$ cat config.mk
export PLATFORM = sky130hd
export DESIGN_NAME = rcc_top
export DESIGN_NICKNAME = d
export VERILOG_FILES = /design/src/rcc_prescale.v /design/src/rcc_cal_adjust.v /design/src/rcc_top.v
export VERILOG_INCLUDE_DIRS = /design/src
export SDC_FILE = /design/constraint.sdc
export NUM_CORES = 1
export LEC_CHECK = 0
export BUFFER_PORTS_ARGS = -buffer_cell sky130_fd_sc_hd__buf_2
export CELL_PAD_IN_SITES_DETAIL_PLACEMENT = 0
export CELL_PAD_IN_SITES_GLOBAL_PLACEMENT = 2
export CORE_ASPECT_RATIO = 1.25
export CORE_MARGIN = 2
export CORE_UTILIZATION = 36
export DETAILED_ROUTE_END_ITERATION = 8
export GPL_TIMING_DRIVEN = 0
export PLACE_DENSITY_LB_ADDON = 0.25
export SYNTH_ARGS = -nofsm -noshare
export SYNTH_HDL_FRONTEND = slang
export SYNTH_SLANG_ARGS = --single-unit
export TNS_END_PERCENT = 1
$ cat constraint.sdc
create_clock -name ref_clk -period 3.35 [get_ports ref_clk]
set_input_delay 0.1675 -clock ref_clk [delete_from_list [all_inputs] [get_ports ref_clk]]
set_output_delay 0.1675 -clock ref_clk [all_outputs]
set_load 0.01 [all_outputs]
$ cat src/rcc_defines.vh
/*
  Constants of the RTC configuration and calibration block: register
  offsets, field positions, reset values, pointer codes and timebase
  counts. Assumes it is included by its bare name in every design file.
*/
`ifndef RCC_DEFINES_VH
`define RCC_DEFINES_VH

////////////////////////////////////////////////////////////////////////
// Register byte offsets on the Avalon slave
`define RCC_OFS_CFG 4'h0
`define RCC_OFS_VAL 4'h4
`define RCC_OFS_PAD 4'h8

// Configuration and calibration field positions
`define RCC_CFG_EN 15
`define RCC_CFG_WREN 13
`define RCC_CFG_HALF 11
`define RCC_CFG_OE 10
`define RCC_CFG_PTR_HI 9
`define RCC_CFG_PTR_LO 8
`define RCC_CFG_CAL_HI 7
`define RCC_CFG_CAL_LO 0
`define RCC_PAD_SEL 1

// Reset values
`define RCC_CAL_RST 8'h00
`define RCC_PTR_RST 2'h0

// Window pointer codes
`define RCC_PTR_MIN_SEC 2'h0
`define RCC_PTR_WDHR 2'h1
`define RCC_PTR_MTHDAY 2'h2
`define RCC_PTR_YEAR 2'h3

////////////////////////////////////////////////////////////////////////
// Timebase: reference clock rate and timebase pulses per second
`define RCC_CLK_HZ 20000000
`define RCC_TB_HZ 32768
`define RCC_TB_DIV (`RCC_CLK_HZ / `RCC_TB_HZ)

// Calendar limits
`define RCC_SEC_MAX 8'h3b
`define RCC_MIN_MAX 8'h3b
`define RCC_HR_MAX 8'h17
`define RCC_WD_MAX 8'h06
`define RCC_MON_MAX 8'h0c
`define RCC_YR_MAX 8'h63

`endif

$ cat src/rcc_prescale.v
/*
  Timebase divider and sub-second counter. Holds a divider that makes
  raw timebase pulses from the reference clock, and a counter of
  calibrated pulses that marks whole seconds and the half-second.
  Assumes the calibrated pulse comes back from the adjust stage on the
  same clock.
*/
`include "rcc_defines.vh"
module rcc_prescale #(
  parameter TB_DIV = `RCC_TB_DIV,
  parameter TB_PER_SEC = `RCC_TB_HZ
) (
  input wire ref_clk,
  input wire sys_rst,
  input wire run,
  input wire adj_tick,
  input wire sub_clr,
  output wire raw_tick,
  output wire sec_evt,
  output wire half_flag
);
  localparam DW = $clog2(TB_DIV);
  localparam SW = $clog2(TB_PER_SEC);
  localparam integer DIV_LAST_I = TB_DIV - 1;
  localparam integer SUB_LAST_I = TB_PER_SEC - 1;
  localparam integer SUB_HALF_I = TB_PER_SEC / 2;
  // Cut to counter width on purpose; the values always fit
  localparam [DW-1:0] DIV_LAST = DIV_LAST_I[DW-1:0];
  localparam [SW-1:0] SUB_LAST = SUB_LAST_I[SW-1:0];
  localparam [SW-1:0] SUB_HALF = SUB_HALF_I[SW-1:0];

  reg [DW-1:0] div_q; // Reference cycles within a pulse
  reg [SW-1:0] sub_q; // Calibrated pulses within a second

  assign raw_tick = run & (div_q == DIV_LAST);
  assign sec_evt = adj_tick & (sub_q == SUB_LAST);
  assign half_flag = (sub_q >= SUB_HALF);

  ////////////////////////////////////////////////////////////////////
  // Divider stalls while the module is disabled
  always @(posedge ref_clk)
  begin
    if (sys_rst)
      div_q <= {DW{1'b0}};
    else if (raw_tick)
      div_q <= {DW{1'b0}};
    else if (run)
      div_q <= div_q + 1'b1;
  end

  ////////////////////////////////////////////////////////////////////
  // Sub-second counter; a seconds write restarts the second
  always @(posedge ref_clk)
  begin
    if (sys_rst)
      sub_q <= {SW{1'b0}};
    else if (sub_clr)
      sub_q <= {SW{1'b0}};
    else if (sec_evt)
      sub_q <= {SW{1'b0}};
    else if (adj_tick)
      sub_q <= sub_q + 1'b1;
  end
endmodule

$ cat src/rcc_cal_adjust.v
/*
  Drift calibration stage. At each minute boundary it loads the signed
  calibration times four, then inserts or swallows timebase pulses until
  that budget is spent. Assumes raw pulses are far rarer than reference
  cycles, so an inserted pulse always finds an empty cycle.
*/
`include "rcc_defines.vh"
module rcc_cal_adjust (
  input wire ref_clk,
  input wire sys_rst,
  input wire run,
  input wire raw_tick,
  input wire minute_evt,
  input wire [7:0] cal,
  output wire adj_tick
);
  reg signed [10:0] pend_q; // Pulses still to add (+) or drop (-)
  wire add_now;
  wire drop_now;

  // Insert only in a cycle without a natural pulse
  assign add_now = run & ~raw_tick & ~pend_q[10] & (pend_q != 11'h000);
  assign drop_now = raw_tick & pend_q[10];
  assign adj_tick = (raw_tick & ~drop_now) | add_now;

  ////////////////////////////////////////////////////////////////////
  // Budget: cal * 4, from -512 up to +508, zero means untouched
  always @(posedge ref_clk)
  begin
    if (sys_rst)
      pend_q <= 11'h000;
    else if (minute_evt)
      pend_q <= {cal[7], cal, 2'b00};
    else if (add_now)
      pend_q <= pend_q - 11'sh001;
    else if (drop_now)
      pend_q <= pend_q + 11'sh001;
  end
endmodule

$ cat src/rcc_top.v
/*
  RTC configuration and calibration block: Avalon-MM register slave,
  configuration register, value window with its pointer, a small
  calendar and the clock output pin. Assumes sys_rst is the power-on
  reset, the unlock key logic outside raises unlock_window for the one
  cycle in which write-enable may be set, and alarm_pulse comes from
  logic on ref_clk.
*/
// Design decisions made here: the Avalon-MM slave port and the register addresses.
`include "rcc_defines.vh"
module rcc_top #(
  parameter TB_DIV = `RCC_TB_DIV,
  parameter TB_PER_SEC = `RCC_TB_HZ
) (
  input wire ref_clk,
  input wire sys_rst,
  input wire [3:0] avs_address,
  input wire avs_read,
  input wire avs_write,
  input wire [31:0] avs_writedata,
  input wire [3:0] avs_byteenable,
  output wire [31:0] avs_readdata,
  output wire avs_waitrequest,
  input wire unlock_window,
  input wire alarm_pulse,
  output wire clock_out,
  output wire clock_out_oe
);

  ////////////////////////////////////////////////////////////////////
  // Bus handshake and decode
  reg ack_q; // Answer cycle of an access
  reg [31:0] rdata_q; // Read data held for the answer
  wire req; // Any access pending
  wire take; // First cycle of an access: side effects
  wire hit_cfg;
  wire hit_val;
  wire hit_pad;
  wire wr_take;
  wire hi_acc; // Any access of the high window byte

  assign req = avs_read | avs_write;
  assign take = req & ~ack_q;
  assign avs_waitrequest = take;
  assign avs_readdata = rdata_q;
  assign wr_take = take & avs_write;
  assign hit_cfg = (avs_address == `RCC_OFS_CFG);
  assign hit_val = (avs_address == `RCC_OFS_VAL);
  assign hit_pad = (avs_address == `RCC_OFS_PAD);
  assign hi_acc = take & hit_val & avs_byteenable[1];

  ////////////////////////////////////////////////////////////////////
  // Configuration state
  reg en_q; // Module enable
  reg wren_q; // Value write enable
  reg oe_q; // Clock output enable
  reg sel_q; // Output source select
  reg [1:0] ptr_q; // Value window pointer
  reg [7:0] cal_q; // Signed drift calibration
  reg clk_out_q; // Registered pin level
  wire half_flag;
  wire cfg_hi_wr;
  wire cfg_lo_wr;
  wire oe_d; // Output enable as it stands after this edge

  assign cfg_hi_wr = wr_take & hit_cfg & avs_byteenable[1];
  assign cfg_lo_wr = wr_take & hit_cfg & avs_byteenable[0];
  assign oe_d = cfg_hi_wr ? avs_writedata[`RCC_CFG_OE] : oe_q;

  ////////////////////////////////////////////////////////////////////
  // Calendar state, kept in binary
  reg [7:0] sec_q;
  reg [7:0] min_q;
  reg [7:0] hr_q;
  reg [7:0] wd_q;
  reg [7:0] day_q;
  reg [7:0] mon_q;
  reg [7:0] yr_q;
  reg [7:0] win_hi; // Window high byte
  reg [7:0] win_lo; // Window low byte
  wire wr_hi; // Accepted high byte write
  wire wr_lo; // Accepted low byte write
  wire sec_evt;
  wire minute_evt;
  wire raw_tick;
  wire adj_tick;
  wire sub_clr;
  wire [7:0] wd_hi;
  wire [7:0] wd_lo;

  assign wd_hi = avs_writedata[15:8];
  assign wd_lo = avs_writedata[7:0];
  assign wr_hi = wr_take & hit_val & avs_byteenable[1] & wren_q;
  assign wr_lo = wr_take & hit_val & avs_byteenable[0] & wren_q;
  assign sub_clr = wr_lo & (ptr_q == `RCC_PTR_MIN_SEC);
  assign minute_evt = sec_evt & (sec_q >= `RCC_SEC_MAX);

  // Month length; leap years every fourth year
  function [7:0] days_in;
    input [7:0] mon;
    input [7:0] yr;
    begin
      case (mon)
        8'h02: days_in = (yr[1:0] == 2'b00) ? 8'h1d : 8'h1c;
        8'h04, 8'h06, 8'h09, 8'h0b: days_in = 8'h1e;
        default: days_in = 8'h1f;
      endcase
    end
  endfunction

  ////////////////////////////////////////////////////////////////////
  // Bus answer: one wait state, data latched on the first edge
  always @(posedge ref_clk)
  begin
    if (sys_rst)
    begin
      ack_q <= 1'b0;
      rdata_q <= 32'h0000_0000;
    end
    else
    begin
      ack_q <= take;
      if (take & avs_read)
      begin
        if (hit_cfg)
          rdata_q <= {16'h0000, en_q, 1'b0, wren_q, 1'b0, half_flag,
                      oe_q, ptr_q, cal_q};
        else if (hit_val)
          rdata_q <= {16'h0000, win_hi, win_lo};
        else if (hit_pad)
          rdata_q <= {30'h0000_0000, sel_q, 1'b0};
        else
          rdata_q <= 32'h0000_0000; // Unmapped reads as zero
      end
    end
  end

  ////////////////////////////////////////////////////////////////////
  // Configuration register; only the power-on reset clears it
  always @(posedge ref_clk)
  begin
    if (sys_rst)
    begin
      en_q <= 1'b0;
      wren_q <= 1'b0;
      oe_q <= 1'b0;
      sel_q <= 1'b0;
      ptr_q <= `RCC_PTR_RST;
      cal_q <= `RCC_CAL_RST;
    end
    else
    begin
      if (cfg_hi_wr)
      begin
        // Enable follows the write-enable held before this write
        if (wren_q)
          en_q <= avs_writedata[`RCC_CFG_EN];
        // Setting needs the unlock window; clearing is always allowed
        if (!avs_writedata[`RCC_CFG_WREN])
          wren_q <= 1'b0;
        else if (unlock_window)
          wren_q <= 1'b1;
        oe_q <= avs_writedata[`RCC_CFG_OE];
        ptr_q <= avs_writedata[`RCC_CFG_PTR_HI:`RCC_CFG_PTR_LO];
      end
      else if (hi_acc && ptr_q != `RCC_PTR_MIN_SEC)
        ptr_q <= ptr_q - 2'h1;
      if (cfg_lo_wr)
        cal_q <= avs_writedata[`RCC_CFG_CAL_HI:`RCC_CFG_CAL_LO];
      if (wr_take & hit_pad & avs_byteenable[0])
        sel_q <= avs_writedata[`RCC_PAD_SEL];
    end
  end

  ////////////////////////////////////////////////////////////////////
  // Window read mux selected by the pointer
  always @*
  begin
    case (ptr_q)
      `RCC_PTR_MIN_SEC:
      begin
        win_hi = min_q;
        win_lo = sec_q;
      end
      `RCC_PTR_WDHR:
      begin
        win_hi = wd_q;
        win_lo = hr_q;
      end
      `RCC_PTR_MTHDAY:
      begin
        win_hi = mon_q;
        win_lo = day_q;
      end
      default:
      begin
        win_hi = 8'h00; // Reserved byte reads zero
        win_lo = yr_q;
      end
    endcase
  end

  ////////////////////////////////////////////////////////////////////
  // Calendar: software writes win over counting in the same cycle.
  // Any value at or past a limit counts as the end, so an out-of-range write still rolls over.
  always @(posedge ref_clk)
  begin
    if (sys_rst)
    begin
      sec_q <= 8'h00;
      min_q <= 8'h00;
      hr_q <= 8'h00;
      wd_q <= 8'h00;
      day_q <= 8'h01;
      mon_q <= 8'h01;
      yr_q <= 8'h00;
    end
    else if (wr_hi | wr_lo)
    begin
      case (ptr_q)
        `RCC_PTR_MIN_SEC:
        begin
          if (wr_hi)
            min_q <= wd_hi;
          if (wr_lo)
            sec_q <= wd_lo;
        end
        `RCC_PTR_WDHR:
        begin
          if (wr_hi)
            wd_q <= wd_hi;
          if (wr_lo)
            hr_q <= wd_lo;
        end
        `RCC_PTR_MTHDAY:
        begin
          if (wr_hi)
            mon_q <= wd_hi;
          if (wr_lo)
            day_q <= wd_lo;
        end
        default:
        begin
          if (wr_lo)
            yr_q <= wd_lo; // High byte reserved, dropped
        end
      endcase
    end
    else if (sec_evt)
    begin
      // Cascade of carries from seconds up to years
      if (sec_q < `RCC_SEC_MAX)
        sec_q <= sec_q + 8'h01;
      else
      begin
        sec_q <= 8'h00;
        if (min_q < `RCC_MIN_MAX)
          min_q <= min_q + 8'h01;
        else
        begin
          min_q <= 8'h00;
          if (hr_q < `RCC_HR_MAX)
            hr_q <= hr_q + 8'h01;
          else
          begin
            hr_q <= 8'h00;
            wd_q <= (wd_q >= `RCC_WD_MAX) ? 8'h00 : wd_q + 8'h01;
            if (day_q < days_in(mon_q, yr_q))
              day_q <= day_q + 8'h01;
            else
            begin
              day_q <= 8'h01;
              if (mon_q < `RCC_MON_MAX)
                mon_q <= mon_q + 8'h01;
              else
              begin
                mon_q <= 8'h01;
                yr_q <= (yr_q >= `RCC_YR_MAX) ? 8'h00 : yr_q + 8'h01;
              end
            end
          end
        end
      end
    end
  end

  ////////////////////////////////////////////////////////////////////
  // Clock output pin; low and undriven while disabled
  always @(posedge ref_clk)
  begin
    if (sys_rst)
      clk_out_q <= 1'b0;
    // Next enable, so the pin drops in the same edge the enable does
    else if (oe_d)
      clk_out_q <= sel_q ? half_flag : alarm_pulse;
    else
      clk_out_q <= 1'b0;
  end

  assign clock_out = clk_out_q;
  assign clock_out_oe = oe_q;

  ////////////////////////////////////////////////////////////////////
  // Timebase chain: divider, calibration, sub-second counter
  rcc_prescale #(
    .TB_DIV(TB_DIV),
    .TB_PER_SEC(TB_PER_SEC)
  ) u_prescale (
    .ref_clk(ref_clk),
    .sys_rst(sys_rst),
    .run(en_q),
    .adj_tick(adj_tick),
    .sub_clr(sub_clr),
    .raw_tick(raw_tick),
    .sec_evt(sec_evt),
    .half_flag(half_flag)
  );

  // Calibration budget is reloaded at each minute
  rcc_cal_adjust u_cal_adjust (
    .ref_clk(ref_clk),
    .sys_rst(sys_rst),
    .run(en_q),
    .raw_tick(raw_tick),
    .minute_evt(minute_evt),
    .cal(cal_q),
    .adj_tick(adj_tick)
  );
endmodule

==> results.py <==
metrics = {
    "detailed_routing": {
        "routed_wirelength_mm": 26.4,
        "initialDrtViolationCount": 714,
        "drc": 0,
        "ant_nets": 0,
        "wl_per_cell_um": 20.9,
        "vias": 7182,
        "first_pass_iters": 9,
        "routed_via_density": 5.70,
    },
    "clock_network": {
        "cts_tree": "yes",
        "numClockSinks": 124,
        "ctsLongestPathBuffers": 2,
        "ctsHoldBuffers": 0,
        "cts_buffers": 17,
        "cts_setup_buffers": 0,
        "cts_resized": 1,
        "cts-root-buf": "clkbuf_16",
        "htree_levels": 4,
        "clk_latency_ps": 440,
        "clkTransAtPathRegs_ps": 60,
    },
    "power_and_ir_drop": {
        "power.internal_mw": 2.58,
        "swShare_pct": 25.8,
        "pwr-share-clk_pct": 51.9,
        "total_power_mw": 3.48,
        "p_comb_share_pct": 5.1,
        "vdd_drop_max_mv": 0.340,
        "power.leakage_nw": 3.24,
        "seqPwrFrac_pct": 43.1,
        "p_per_area_mw_per_mm2": 399,
        "p_switching_uw": 898,
    },
    "logic_synthesis": {
        "yosysMostFrequentCell": "dfxtp_1",
        "syn_area_per_cell_um2": 8.42,
        "async_reset_ff_share_pct": 0,
        "yosys_register_bits": 124,
        "ys_seq_area_share_pct": 33.1,
        "synth_edf_count": 0,
        "synth.cell_area_mm2": 0.00751,
        "synth_cell_types": 93,
        "synth_common_cells": "124 x dfxtp_1, 103 x nor2_1, 73 x nand2_1",
        "synth_top_area_share_pct": 33.1,
        "synth_flop_cell": "dfxtp_1",
        "synth.area.top_cells": "dfxtp_1 33%, ha_1 5.2%, nor2_1 5.1%",
        "ys.warnings.count": 0,
        "yosysTopAreaCell": "dfxtp_1",
        "synthCells": 892,
    },
    "sta": {
        "report.final.slew_viol_count": 0,
        "fin_crit_ps": 3080,
        "maxSlewHeadroom_pct": 34.7,
        "final-setup-viol-count": 0,
        "period_share_pct": 92.1,
        "hold_viol_final": 0,
        "rsz0062_at_grt": "false",
        "tns_ps": 0,
        "fin_worst_skew_ps": 16.1,
        "worst-slew-pin-transition_ps": 971,
        "fmax_mhz": 324,
    },
    "global_routing": {
        "grt_pass1_wl_mm": 40.8,
        "grt_pass1_vias": 6754,
        "track_usage_pct": 24.4,
        "grt_max_degree": 17,
        "antenna_found_initial": 0,
        "gr-total-overflow": 0,
    },
    "setup_path": {
        "cpMaxStageDelayCell": "fa_1",
        "arrival_ps": 3440,
        "reg2reg_to": "u_cal_adjust.pend_q[10]",
        "reg2reg_depth": 11,
        "critPathMaxFanout": 10,
        "crit_required_ps": 3710,
        "max_stage_delay_ps": 430,
        "reg2reg_from": "u_prescale.div_q[0]",
        "end_kind": "flip-flop",
        "path_cells": "ha_1 > nand4bb_4 > nor3_4 > nor3_4 > fa_1 > a21oi_1 > a2bb2oi_1 > a21oi_1 > a21o_1 > a211o_1 > a21oi_1",
        "worstSetupStartpointType": "flip-flop",
        "reg2reg_slack_ps": 270,
        "crit_top_cell": "a21oi_1",
        "crit_buf_inv": 0,
        "crit_type": "reg2reg",
        "cp_top_family": "compound AO/OA/AOI/OAI gates",
    },
    "job": {
        "drv_cap": 0,
    },
    "finish": {
        "layout-drive-gt1-share_pct": 15.6,
        "design_area_mm2": 0.00872,
        "area_growth_pct": 16.1,
        "final_util_pct": 42.2,
        "antenna_cells": 0,
        "final_cells": 1259,
        "nets": 1050,
        "final.fill_count": 2173,
    },
    "hold_path": {
        "whs_endpoint": "ptr_q[1]",
        "worstHoldPathType": "in2reg",
        "min_from": "avs_writedata[9]",
        "whs_path_depth": 3,
    },
    "die": {
        "die_h_um": 165,
        "dieArea_mm2": 0.0220,
        "io_pins": 81,
        "core-area_mm2": 0.0207,
        "start_util_pct": 36.3,
        "dieWidth_um": 133,
        "rows": 59,
    },
    "placed_design": {
        "dp_hpwl_mm": 20.2,
        "port_buffers": 46,
        "placed_cell_area_mm2": 0.00814,
        "gp_congestion": 0.873,
        "post-place-cells": 1227,
    },
    "status": {
        "status": "finished, final reports clean",
    },
}
per-layer routing:
layer | GRT usage (%) | share of wire (%)
met4 | 8.17 | 2.5
met1 | 30.7 | 43
met2 | 42.8 | 50
met3 | 3.88 | 4.3
met5 | 0 | 0
tightest hold or removal path, cell delays in order:
cell     delay (ps)
buf_2           110
nand2_1          60
a21oi_1          50
power groups by stage:
stage | clock network [mW] | registers, mW | logic, mW
final | 1.80 | 1.50 | 0.176
after global placement | 0 | 1.53 | 0.175
after floorplan | 0 | 1.53 | 0.0850
after global routing | 1.90 | 1.50 | 0.191
after CTS | 1.83 | 1.50 | 0.176
after detailed placement | 0 | 1.53 | 0.175
kinds of logic after synthesis:
group / synth area share [%]
AO/OA/AOI/OAI: 26.1
XOR/XNOR: 3.50
adder cells (fa/ha/maj): 5.43
buffers and inverters: 5.43
flip-flops: 33.1
multiplexers: 2.93
other: 0.0499
AND/OR/NAND/NOR: 23.5
cell usage in the layout (no fill, tap or decap), types with 6 or more instances in the layout:
cell type,n
buf_4,21
dfxtp_1,124
o21ai_0,39
nand2b_1,10
xor2_1,20
a21oi_1,52
ha_1,31
conb_1,16
mux2i_1,22
nor3_1,25
clkbuf_1,31
o211ai_1,13
buf_2,54
clkbuf_16,17
nor2_1,103
a22oi_1,6
and2_1,9
xnor2_1,10
a31oi_1,14
nand3_1,33
or3_1,8
a211oi_1,13
o31ai_1,24
a311oi_1,7
and3_1,18
nand4_1,16
a221oi_1,7
nand2_1,73
a222oi_1,16
inv_1,21
layout make-up:
class	instances	area (um2)	share of cell area, %
buffer	62	329	3.77
clock buffer	18	429	4.92
clock inverter	14	138	1.58
inverter	21	78.8	0.904
multi-input combinational	700	4690	53.8
sequential	124	2480	28.5
tap	274	343	3.93
timing repair buffer	46	230	2.64
worst max-delay path by stage:
stage,slack [ps],end,startpoint,cells past startpoint
2_1_floorplan,350,u_cal_adjust.pend_q[10],u_prescale.div_q[1],12
3_3_place_gp,-270,u_cal_adjust.pend_q[10],u_prescale.div_q[1],12
3_5_place_dp,-290,u_cal_adjust.pend_q[10],u_prescale.div_q[1],12
4_1_cts,130,u_cal_adjust.pend_q[10],u_prescale.div_q[1],12
5_1_grt,50,u_cal_adjust.pend_q[10],u_prescale.div_q[0],11
6_report,270,u_cal_adjust.pend_q[10],u_prescale.div_q[0],11
registers in the layout, summed over array words and instances, names as in the netlist:
signal               count
avs_readdata            16
u_prescale.sub_q        15
u_cal_adjust.pend_q     11
u_prescale.div_q        10
cal_q                    8
day_q                    8
hr_q                     8
min_q                    8
mon_q                    8
sec_q                    8
wd_q                     8
yr_q                     8
ptr_q                    2
ack_q                    1
clock_out                1
clock_out_oe             1
en_q                     1
sel_q                    1
wren_q                   1
per-stage QoR:
step / setup slack (ps) / hold WS, ps
after floorplan: 346 / 304
after global placement: -273 / 445
after detailed placement: -285 / 457
after CTS: 128 / 0.908
after global routing: 51.2 / 7.89
final: 265 / 11.5
Note: power is estimated with default switching activity, not from simulation.
